`config.mk`:
```
export PLATFORM = sky130hd
export DESIGN_NAME = pfs_pin_mux
export DESIGN_NICKNAME = d
export VERILOG_FILES = /design/src/hdl/pfs_pin_mux.v /design/src/hdl/pfs_field_decode.v
export VERILOG_INCLUDE_DIRS = /design/src /design/src/inc
export SDC_FILE = /design/constraint.sdc
export NUM_CORES = 1
export LEC_CHECK = 0
export ABC_AREA = 1
export BUFFER_PORTS_ARGS = -buffer_cell sky130_fd_sc_hd__clkbuf_2
export CELL_PAD_IN_SITES_DETAIL_PLACEMENT = 0
export CELL_PAD_IN_SITES_GLOBAL_PLACEMENT = 1
export CORE_ASPECT_RATIO = 1.2
export CORE_MARGIN = 8
export CORE_UTILIZATION = 42
export DETAILED_ROUTE_END_ITERATION = 8
export PLACE_DENSITY_LB_ADDON = 0.12
export SYNTH_ARGS = -nofsm -noshare
export SYNTH_HDL_FRONTEND = slang
export SYNTH_HIERARCHICAL = 1
export SYNTH_SLANG_ARGS = --single-unit
```
`constraint.sdc`:
```
create_clock -name pclk -period 2.8 [get_ports pclk]
set_input_delay 0.56 -clock pclk [delete_from_list [all_inputs] [get_ports pclk]]
set_output_delay 0.56 -clock pclk [all_outputs]
set_load 0.005 [all_outputs]
```
`src/inc/pfs_consts.vh`:
```
// Purpose: Constants for the port E/F/G/J pad function select block.
// Assumes: APB register map with one aligned 32-bit word per register.
// Notes: Pad numbering is used by the pin mux; function class codes are shared by both modules.
`ifndef PFS_CONSTS_VH
`define PFS_CONSTS_VH

// ****************************************************************
// Register map
// ****************************************************************
`define PFS_ADDR_W 8
`define PFS_OFS_E_HIGH 8'h00
`define PFS_OFS_F_LOW 8'h04
`define PFS_OFS_F_HIGH 8'h08
`define PFS_OFS_G_LOW 8'h0C
`define PFS_OFS_G_HIGH 8'h10
`define PFS_OFS_J 8'h14
`define PFS_RESET_VAL 8'h00
`define PFS_E_HIGH_W 6
`define PFS_J_W 4
`define PFS_NREG 6

// ****************************************************************
// Pad numbering
// ****************************************************************
`define PFS_NPAD 17
`define PFS_PAD_E4 0
`define PFS_PAD_E5 1
`define PFS_PAD_E6 2
`define PFS_PAD_F0 3
`define PFS_PAD_F1 4
`define PFS_PAD_F2 5
`define PFS_PAD_F3 6
`define PFS_PAD_J0 15
`define PFS_PAD_J1 16

// ****************************************************************
// Field codes and function classes
// ****************************************************************
`define PFS_CODE_0 2'h0
`define PFS_CODE_2 2'h2
`define PFS_CLS_W 3
`define PFS_MAP_W 12
`define PFS_NCLS 6
`define PFS_FN_GPIO 3'h0
`define PFS_FN_RSVD 3'h1
`define PFS_FN_ALTA 3'h2
`define PFS_FN_ALTB 3'h3
`define PFS_FN_LCD 3'h4
`define PFS_FN_SUPPLY 3'h5
`define PFS_BIT_GPIO 0
`define PFS_BIT_RSVD 1
`define PFS_BIT_ALTA 2
`define PFS_BIT_ALTB 3
`define PFS_BIT_LCD 4
`define PFS_BIT_SUPPLY 5

`endif

```
`src/hdl/pfs_pin_mux.v`:
```
// Purpose: Pad function selection for port E bits 4-6, port F bits 0-3, port G and port J bits 0-1.
// Assumes: APB3 slave on pclk; pad inputs arrive asynchronously.
// Notes: Every pad output and peripheral input is registered.
`timescale 1ns/1ps
`include "pfs_consts.vh"
module pfs_pin_mux (
    input wire pclk,
    input wire presetn,
    input wire psel,
    input wire penable,
    input wire pwrite,
    input wire [`PFS_ADDR_W-1:0] paddr,
    input wire [31:0] pwdata,
    output wire [31:0] prdata,
    output wire pready,
    output wire pslverr,
    input wire [`PFS_NPAD-1:0] gpio_do,
    input wire [`PFS_NPAD-1:0] gpio_oe,
    input wire [`PFS_NPAD-1:0] pad_di,
    output wire [`PFS_NPAD-1:0] gpio_di,
    output wire [`PFS_NPAD-1:0] pad_do,
    output wire [`PFS_NPAD-1:0] pad_oe,
    output wire [`PFS_NPAD-1:0] pad_lcd_en,
    output wire [`PFS_NPAD-1:0] pad_supply_en,
    input wire [7:4] periodic_timer_output,
    input wire comparator_two_output,
    input wire serial_clock_do,
    input wire serial_clock_oe,
    input wire serial_data_in_or_i2c_data_do,
    input wire serial_data_in_or_i2c_data_oe,
    input wire serial_data_out,
    input wire serial_data_out_oe,
    input wire serial_chip_select_n_do,
    input wire serial_chip_select_n_oe,
    output wire [7:4] pf_periodic_timer_clock_input,
    output wire [5:4] pj_periodic_timer_clock_input,
    output wire serial_clock_di,
    output wire serial_data_in_or_i2c_data_di,
    output wire serial_chip_select_n_di
);

    // ****************************************************************
    // Pad function tables, codes 11,10,01,00 from left to right
    // ****************************************************************
    localparam [`PFS_MAP_W-1:0] MAP_E4 = {`PFS_FN_SUPPLY, `PFS_FN_GPIO,
        `PFS_FN_GPIO, `PFS_FN_GPIO};
    localparam [`PFS_MAP_W-1:0] MAP_E5 = {`PFS_FN_LCD, `PFS_FN_ALTB,
        `PFS_FN_RSVD, `PFS_FN_GPIO};
    localparam [`PFS_MAP_W-1:0] MAP_E6 = {`PFS_FN_LCD, `PFS_FN_RSVD,
        `PFS_FN_GPIO, `PFS_FN_GPIO};
    localparam [`PFS_MAP_W-1:0] MAP_F0 = {`PFS_FN_LCD, `PFS_FN_ALTB,
        `PFS_FN_ALTA, `PFS_FN_GPIO};
    localparam [`PFS_MAP_W-1:0] MAP_F1 = {`PFS_FN_LCD, `PFS_FN_ALTB,
        `PFS_FN_ALTA, `PFS_FN_GPIO};
    localparam [`PFS_MAP_W-1:0] MAP_F2 = {`PFS_FN_LCD, `PFS_FN_ALTB,
        `PFS_FN_GPIO, `PFS_FN_GPIO};
    localparam [`PFS_MAP_W-1:0] MAP_F3 = {`PFS_FN_LCD, `PFS_FN_ALTB,
        `PFS_FN_GPIO, `PFS_FN_GPIO};
    localparam [`PFS_MAP_W-1:0] MAP_GL = {`PFS_FN_LCD, `PFS_FN_GPIO,
        `PFS_FN_GPIO, `PFS_FN_GPIO};
    localparam [`PFS_MAP_W-1:0] MAP_GH = {`PFS_FN_LCD, `PFS_FN_LCD,
        `PFS_FN_GPIO, `PFS_FN_GPIO};
    localparam [`PFS_MAP_W-1:0] MAP_J0 = {`PFS_FN_LCD, `PFS_FN_ALTB,
        `PFS_FN_GPIO, `PFS_FN_GPIO};
    localparam [`PFS_MAP_W-1:0] MAP_J1 = {`PFS_FN_LCD, `PFS_FN_ALTB,
        `PFS_FN_GPIO, `PFS_FN_GPIO};
    localparam [`PFS_NPAD*`PFS_MAP_W-1:0] MAPS = {MAP_J1, MAP_J0,
        MAP_GH, MAP_GH, MAP_GH, MAP_GH, MAP_GL, MAP_GL, MAP_GL, MAP_GL,
        MAP_F3, MAP_F2, MAP_F1, MAP_F0, MAP_E6, MAP_E5, MAP_E4};

    // ****************************************************************
    // Register file and APB slave
    // ****************************************************************
    reg [`PFS_E_HIGH_W-1:0] port_e_high_function_select_reg;
    reg [7:0] port_f_low_function_select_reg;
    reg [7:0] port_f_high_function_select_reg;
    reg [7:0] port_g_low_function_select_reg;
    reg [7:0] port_g_high_function_select_reg;
    reg [`PFS_J_W-1:0] port_j_function_select_reg;
    reg pready_reg;
    reg pslverr_reg;
    reg [31:0] prdata_reg;
    reg [31:0] prdata_next;
    wire [`PFS_NREG-1:0] hit;
    wire wr_en;

    function [`PFS_NREG-1:0] reg_hit;
        input [`PFS_ADDR_W-1:0] a;
        begin
            case (a)
                `PFS_OFS_E_HIGH: reg_hit = 6'h01;
                `PFS_OFS_F_LOW: reg_hit = 6'h02;
                `PFS_OFS_F_HIGH: reg_hit = 6'h04;
                `PFS_OFS_G_LOW: reg_hit = 6'h08;
                `PFS_OFS_G_HIGH: reg_hit = 6'h10;
                `PFS_OFS_J: reg_hit = 6'h20;
                default: reg_hit = 6'h00;
            endcase
        end
    endfunction

    assign hit = reg_hit(paddr);
    // A write lands only on the edge at which the master sees pready.
    assign wr_en = psel & penable & pwrite & pready_reg;

    always @* begin
        prdata_next = 32'h0000_0000;
        case (hit)
            6'h01: prdata_next[`PFS_E_HIGH_W-1:0] =
                port_e_high_function_select_reg;
            6'h02: prdata_next[7:0] = port_f_low_function_select_reg;
            6'h04: prdata_next[7:0] = port_f_high_function_select_reg;
            6'h08: prdata_next[7:0] = port_g_low_function_select_reg;
            6'h10: prdata_next[7:0] = port_g_high_function_select_reg;
            6'h20: prdata_next[`PFS_J_W-1:0] =
                port_j_function_select_reg;
            default: prdata_next = 32'h0000_0000;
        endcase
    end

    // One wait state keeps pready, prdata and pslverr straight from flops.
    always @(posedge pclk or negedge presetn) begin
        if (!presetn) begin
            pready_reg <= 1'b0;
            pslverr_reg <= 1'b0;
            prdata_reg <= 32'h0000_0000;
        end else if (psel && penable && !pready_reg) begin
            pready_reg <= 1'b1;
            pslverr_reg <= (hit == 6'h00);
            prdata_reg <= pwrite ? 32'h0000_0000 : prdata_next;
        end else begin
            pready_reg <= 1'b0;
            pslverr_reg <= 1'b0;
            prdata_reg <= 32'h0000_0000;
        end
    end

    always @(posedge pclk or negedge presetn) begin
        if (!presetn) begin
            port_e_high_function_select_reg <= 6'h00;
            port_f_low_function_select_reg <= `PFS_RESET_VAL;
            port_f_high_function_select_reg <= `PFS_RESET_VAL;
            port_g_low_function_select_reg <= `PFS_RESET_VAL;
            port_g_high_function_select_reg <= `PFS_RESET_VAL;
            port_j_function_select_reg <= 4'h0;
        end else if (wr_en) begin
            if (hit[0]) begin
                port_e_high_function_select_reg <=
                    pwdata[`PFS_E_HIGH_W-1:0];
            end
            if (hit[1]) begin
                port_f_low_function_select_reg <= pwdata[7:0];
            end
            if (hit[2]) begin
                port_f_high_function_select_reg <= pwdata[7:0];
            end
            if (hit[3]) begin
                port_g_low_function_select_reg <= pwdata[7:0];
            end
            if (hit[4]) begin
                port_g_high_function_select_reg <= pwdata[7:0];
            end
            if (hit[5]) begin
                port_j_function_select_reg <= pwdata[`PFS_J_W-1:0];
            end
        end
    end

    assign pready = pready_reg;
    assign pslverr = pslverr_reg;
    assign prdata = prdata_reg;

    // ****************************************************************
    // Pad input synchronisers
    // ****************************************************************
    reg [`PFS_NPAD-1:0] pad_sync1_reg;
    reg [`PFS_NPAD-1:0] pad_sync2_reg;

    always @(posedge pclk or negedge presetn) begin
        if (!presetn) begin
            pad_sync1_reg <= 17'h0_0000;
            pad_sync2_reg <= 17'h0_0000;
        end else begin
            pad_sync1_reg <= pad_di;
            pad_sync2_reg <= pad_sync1_reg;
        end
    end

    assign gpio_di = pad_sync2_reg;

    // ****************************************************************
    // Alternate output sources per pad
    // ****************************************************************
    wire [2*`PFS_NPAD-1:0] codes;
    reg [`PFS_NPAD-1:0] alta_do;
    reg [`PFS_NPAD-1:0] alta_oe;
    reg [`PFS_NPAD-1:0] altb_do;
    reg [`PFS_NPAD-1:0] altb_oe;

    assign codes = {port_j_function_select_reg,
        port_g_high_function_select_reg, port_g_low_function_select_reg,
        port_f_low_function_select_reg, port_e_high_function_select_reg};

    always @* begin
        alta_do = 17'h0_0000;
        alta_oe = 17'h0_0000;
        altb_do = 17'h0_0000;
        altb_oe = 17'h0_0000;
        altb_do[`PFS_PAD_E5] = comparator_two_output;
        altb_oe[`PFS_PAD_E5] = 1'b1;
        altb_do[`PFS_PAD_F3] = serial_clock_do;
        altb_oe[`PFS_PAD_F3] = serial_clock_oe;
        altb_do[`PFS_PAD_F2] = serial_data_in_or_i2c_data_do;
        altb_oe[`PFS_PAD_F2] = serial_data_in_or_i2c_data_oe;
        alta_do[`PFS_PAD_F1] = periodic_timer_output[6];
        alta_oe[`PFS_PAD_F1] = 1'b1;
        altb_do[`PFS_PAD_F1] = serial_data_out;
        altb_oe[`PFS_PAD_F1] = serial_data_out_oe;
        alta_do[`PFS_PAD_F0] = periodic_timer_output[7];
        alta_oe[`PFS_PAD_F0] = 1'b1;
        altb_do[`PFS_PAD_F0] = serial_chip_select_n_do;
        altb_oe[`PFS_PAD_F0] = serial_chip_select_n_oe;
        altb_do[`PFS_PAD_J1] = periodic_timer_output[5];
        altb_oe[`PFS_PAD_J1] = 1'b1;
        altb_do[`PFS_PAD_J0] = periodic_timer_output[4];
        altb_oe[`PFS_PAD_J0] = 1'b1;
    end

    // ****************************************************************
    // Per-pad decode and registered pad drive
    // ****************************************************************
    genvar i;
    generate
        for (i = 0; i < `PFS_NPAD; i = i + 1) begin : g_pad
            wire [`PFS_NCLS-1:0] cls;
            reg do_reg;
            reg oe_reg;
            reg lcd_reg;
            reg supply_reg;

            pfs_field_decode #(
                .MAP(MAPS[i*`PFS_MAP_W +: `PFS_MAP_W])
            ) u_dec (
                .code(codes[2*i +: 2]),
                .cls(cls)
            );

            // Reserved codes release the pad so a bad write cannot fight.
            always @(posedge pclk or negedge presetn) begin
                if (!presetn) begin
                    do_reg <= 1'b0;
                    oe_reg <= 1'b0;
                    lcd_reg <= 1'b0;
                    supply_reg <= 1'b0;
                end else begin
                    do_reg <= (cls[`PFS_BIT_GPIO] & gpio_do[i]) |
                        (cls[`PFS_BIT_ALTA] & alta_do[i]) |
                        (cls[`PFS_BIT_ALTB] & altb_do[i]);
                    oe_reg <= (cls[`PFS_BIT_GPIO] & gpio_oe[i]) |
                        (cls[`PFS_BIT_ALTA] & alta_oe[i]) |
                        (cls[`PFS_BIT_ALTB] & altb_oe[i]);
                    lcd_reg <= cls[`PFS_BIT_LCD];
                    supply_reg <= cls[`PFS_BIT_SUPPLY];
                end
            end

            assign pad_do[i] = do_reg;
            assign pad_oe[i] = oe_reg;
            assign pad_lcd_en[i] = lcd_reg;
            assign pad_supply_en[i] = supply_reg;
        end
    endgenerate

    // ****************************************************************
    // Peripheral inputs taken from pads
    // ****************************************************************
    reg [7:4] pf_periodic_timer_clock_input_reg;
    reg [5:4] pj_periodic_timer_clock_input_reg;
    reg sck_di_reg;
    reg sdi_di_reg;
    reg scs_n_di_reg;

    // Both candidate timer clock pins are offered; the input source
    // selector elsewhere picks one, so unselected pads read as zero.
    always @(posedge pclk or negedge presetn) begin
        if (!presetn) begin
            pf_periodic_timer_clock_input_reg <= 4'h0;
            pj_periodic_timer_clock_input_reg <= 2'h0;
            sck_di_reg <= 1'b0;
            sdi_di_reg <= 1'b0;
            scs_n_di_reg <= 1'b1;
        end else begin
            pf_periodic_timer_clock_input_reg[4] <= pad_sync2_reg[`PFS_PAD_F0] &
                (codes[2*`PFS_PAD_F0 +: 2] == `PFS_CODE_0);
            pf_periodic_timer_clock_input_reg[5] <= pad_sync2_reg[`PFS_PAD_F1] &
                (codes[2*`PFS_PAD_F1 +: 2] == `PFS_CODE_0);
            pf_periodic_timer_clock_input_reg[6] <= pad_sync2_reg[`PFS_PAD_F2] &
                ~codes[2*`PFS_PAD_F2+1];
            pf_periodic_timer_clock_input_reg[7] <= pad_sync2_reg[`PFS_PAD_F3] &
                ~codes[2*`PFS_PAD_F3+1];
            pj_periodic_timer_clock_input_reg[4] <= pad_sync2_reg[`PFS_PAD_J1] &
                ~codes[2*`PFS_PAD_J1+1];
            pj_periodic_timer_clock_input_reg[5] <= pad_sync2_reg[`PFS_PAD_J0] &
                ~codes[2*`PFS_PAD_J0+1];
            sck_di_reg <= pad_sync2_reg[`PFS_PAD_F3] &
                (codes[2*`PFS_PAD_F3 +: 2] == `PFS_CODE_2);
            sdi_di_reg <= pad_sync2_reg[`PFS_PAD_F2] &
                (codes[2*`PFS_PAD_F2 +: 2] == `PFS_CODE_2);
            // Chip select idles high so a deselected pad never enables.
            scs_n_di_reg <= ~(codes[2*`PFS_PAD_F0 +: 2] == `PFS_CODE_2) |
                pad_sync2_reg[`PFS_PAD_F0];
        end
    end

    assign pf_periodic_timer_clock_input = pf_periodic_timer_clock_input_reg;
    assign pj_periodic_timer_clock_input = pj_periodic_timer_clock_input_reg;
    assign serial_clock_di = sck_di_reg;
    assign serial_data_in_or_i2c_data_di = sdi_di_reg;
    assign serial_chip_select_n_di = scs_n_di_reg;

endmodule // pfs_pin_mux

```
`src/hdl/pfs_field_decode.v`:
```
// Purpose: Decode one 2-bit pad select field into a one-hot class.
// Assumes: MAP packs the class of codes 3,2,1,0 from high to low.
// Notes: Purely combinational; the caller registers the result.
`timescale 1ns/1ps
`include "pfs_consts.vh"
module pfs_field_decode #(
    parameter [`PFS_MAP_W-1:0] MAP = {`PFS_MAP_W{1'b0}}
) (
    input wire [1:0] code,
    output wire [`PFS_NCLS-1:0] cls
);

    // ****************************************************************
    // Class lookup
    // ****************************************************************
    function [`PFS_NCLS-1:0] class_onehot;
        input [`PFS_CLS_W-1:0] c;
        begin
            case (c)
                `PFS_FN_GPIO: class_onehot = 6'h01;
                `PFS_FN_RSVD: class_onehot = 6'h02;
                `PFS_FN_ALTA: class_onehot = 6'h04;
                `PFS_FN_ALTB: class_onehot = 6'h08;
                `PFS_FN_LCD: class_onehot = 6'h10;
                `PFS_FN_SUPPLY: class_onehot = 6'h20;
                default: class_onehot = 6'h02;
            endcase
        end
    endfunction

    wire [`PFS_CLS_W-1:0] picked;

    assign picked = MAP[code*`PFS_CLS_W +: `PFS_CLS_W];
    assign cls = class_onehot(picked);

endmodule // pfs_field_decode

```
==> summary.txt <==
Power
  – Leakage: 0.00444 uW
  – Power share of the clock group: ~47%
  – Reg power frac: between 40% and 50%
  – Fraction of power spent switching nets: between 20 and 25%
  – Logic pwr share: around 5.3%
  – Worst IR Drop VDD: ~0.37 mV
  – Net switching power: ~1100 uW
  – Internal power: approximately 4000 uW
  – Cell Pwr Density: roughly 640 nW/um2

STA
  – Final max-slew violation count: 0
  – Final TNS setup: 0 ps
  – Final Skew: 5.63 ps
  – Final Hold Fails: 0
  – Slew margin rel.: between 50% and 60%
  – Period utilization: 57.0%
  – Worst Hold Slack: about 140 ps
  – Max Freq: 626 MHz
  – Pin slew with the least headroom to its limit: 617 ps
  – # setup viols final: 0
  – Min Tclk post-route: roughly 1600 ps
  – RSZ-0062 raised after global routing: false

Critical path
  – R2r setup slk: 1370 ps
  – Critical path required time: ~2200 ps
  – Crit path buffers/inverters: 1
  – Slowest stage cell, crit path: dfstp_2
  – Worst R2R End: port_f_low_function_select_reg[0]
  – Critical Path Max Stage Delay: 520 ps
  – Worst EP arrival: ~1000 ps
  – Startpoint Class: flop
  – Crit path max fanout: 1
  – Cell Chain, Critical Path: clkbuf_2
  – Worst R2R Start: pready
  – Crit. path cell count: 1
  – Cell family with most CP delay: flip-flops
  – Crit end category: primary output
  – Worst setup path startpoint: serial_chip_select_n_di
  – End of the critical path: serial_chip_select_n_di
  – Worst r2r path cells: 5
  – Crit path kind: reg -> out

Die
  – # rows: 51
  – Placeable Area: 16200 um2
  – Initial Utilization: around 43%
  – Die Wd: between 100 and 150 um
  – Die footprint: 20900 um2
  – Die Y-Extent: between 150 and 200 um
  – I/O Pins: around 240

GRT
  – Initial antenna violation count: 0
  – First-pass GRT wire length: roughly 23 mm
  – Gr ovfl total: 0
  – Pin count of the biggest net entering global routing: 68
  – Vias in the first global route: 4435
  – GRT Overall Usage: between 10% and 20%

Clock network
  – Root Buffer: clkbuf_16
  – Worst-case clock buffer depth: 2
  – Worst-skew pair later-pin latency: ~420 ps
  – Post-CTS Setup Inserts: 0
  – H-tree depth: 4
  – Clock sinks: around 160
  – CTS tree: yes
  – CTS Buf Count: 17
  – CTS Hold Bufs: 0
  – Worst-path clk slew: about 60 ps
  – Cts repair resizes: 0

Synthesis
  – Post-Syn Area: 6940 um2
  – Syn_area_per_cell: 10.6 um2
  – Synthesis Warnings: 6
  – Post-Syn Instances: approximately 650

Cells and area
  – N_diodes: 0
  – P&R area growth vs syn: 15.5%
  – Fraction of layout cells with a size suffix above 1: 36.9%
  – Final net count: about 900

Drt
  – DRT antenna net count: 0
  – Detailed Route Iter0 Violations: about 190
  – WL/cell: between 10 and 15 um
  – Via count: approximately 4300
  – Drt drc: 0
  – Post-Route WL: roughly 15 mm
  – Via density: between 4 and 5
  – Pre-antenna DRT Iters: 4

Hold path
  – HP Class: in -> async

Placement
  – Port Buffers: approximately 190
  – RePlAce Congestion: between 0.8 and 0.9
  – Post-detail-place hpwl: around 11 mm

Run status
  – Outcome: complete, no violations

Run
  – Max Cap Violations: 0
how the worst min path moves through the flow:
stage | from | end | depth (start not counted)
after floorplan | presetn | g_pad[0].do_reg | 0
after global placement | pad_sync1_reg[14] | gpio_di[14] | 0
after detailed placement | pad_sync1_reg[10] | gpio_di[10] | 0
after CTS | presetn | g_pad[13].supply_reg | 1
after global routing | presetn | g_pad[13].supply_reg | 1
final | presetn | g_pad[10].supply_reg | 1
per-layer routing:
layer  share of wire [%]  vias up  wire length, um  GRT usage [%]
li1                    -     2096                -              -
met1                  42     1999             6060           17.1
met2                  48      146             7030           22.9
met3                 8.3       22             1210           5.81
met4                 2.0        0              298           6.11
met5                   0        -                0              0
cell usage in the layout (no fill, tap or decap), types with 14 or more instances in the layout:
cell type	n
clkbuf_16	17
clkbuf_2	187
conb_1	39
dfrtp_1	162
inv_1	61
inv_2	14
nand2_1	89
nand3_1	40
nor2_1	41
o21ai_1	15
o21ai_2	14
through the flow:
step                instances  power [uW]  instance area [um2]  utilization [%]  worst slack (ps)
global placement          961        2760                 7390             45.6               936
finish                    993        5140                 8010             49.4              1200
global route              993        5370                 8010             49.4              1150
floorplan                 676        2660                 7020                -              1290
detailed placement        961        2770                 7390             45.6               907
CTS                       993        5220                 8010             49.4              1170
power groups by stage:
| stage | Combinational [uW] | Sequential, uW | Clock (uW) |
|---|---|---|---|
| 2_1_floorplan | 170 | 2490 | 0 |
| 3_3_place_gp | 272 | 2490 | 0 |
| 3_5_place_dp | 279 | 2490 | 0 |
| 4_1_cts | 280 | 2450 | 2500 |
| 5_1_grt | 312 | 2450 | 2610 |
| 6_report | 272 | 2450 | 2420 |
area by class of cell:
cell class / instances / area, um2
fillers: 1538 / 8200
multi-input cells: 320 / 1770
clock inverters: 13 / 174
flip-flops and latches: 163 / 4080
well taps: 212 / 265
clock buffers: 19 / 453
inverters: 76 / 288
repair buffers: 190 / 987
Power figures use the tool's default switching activity.
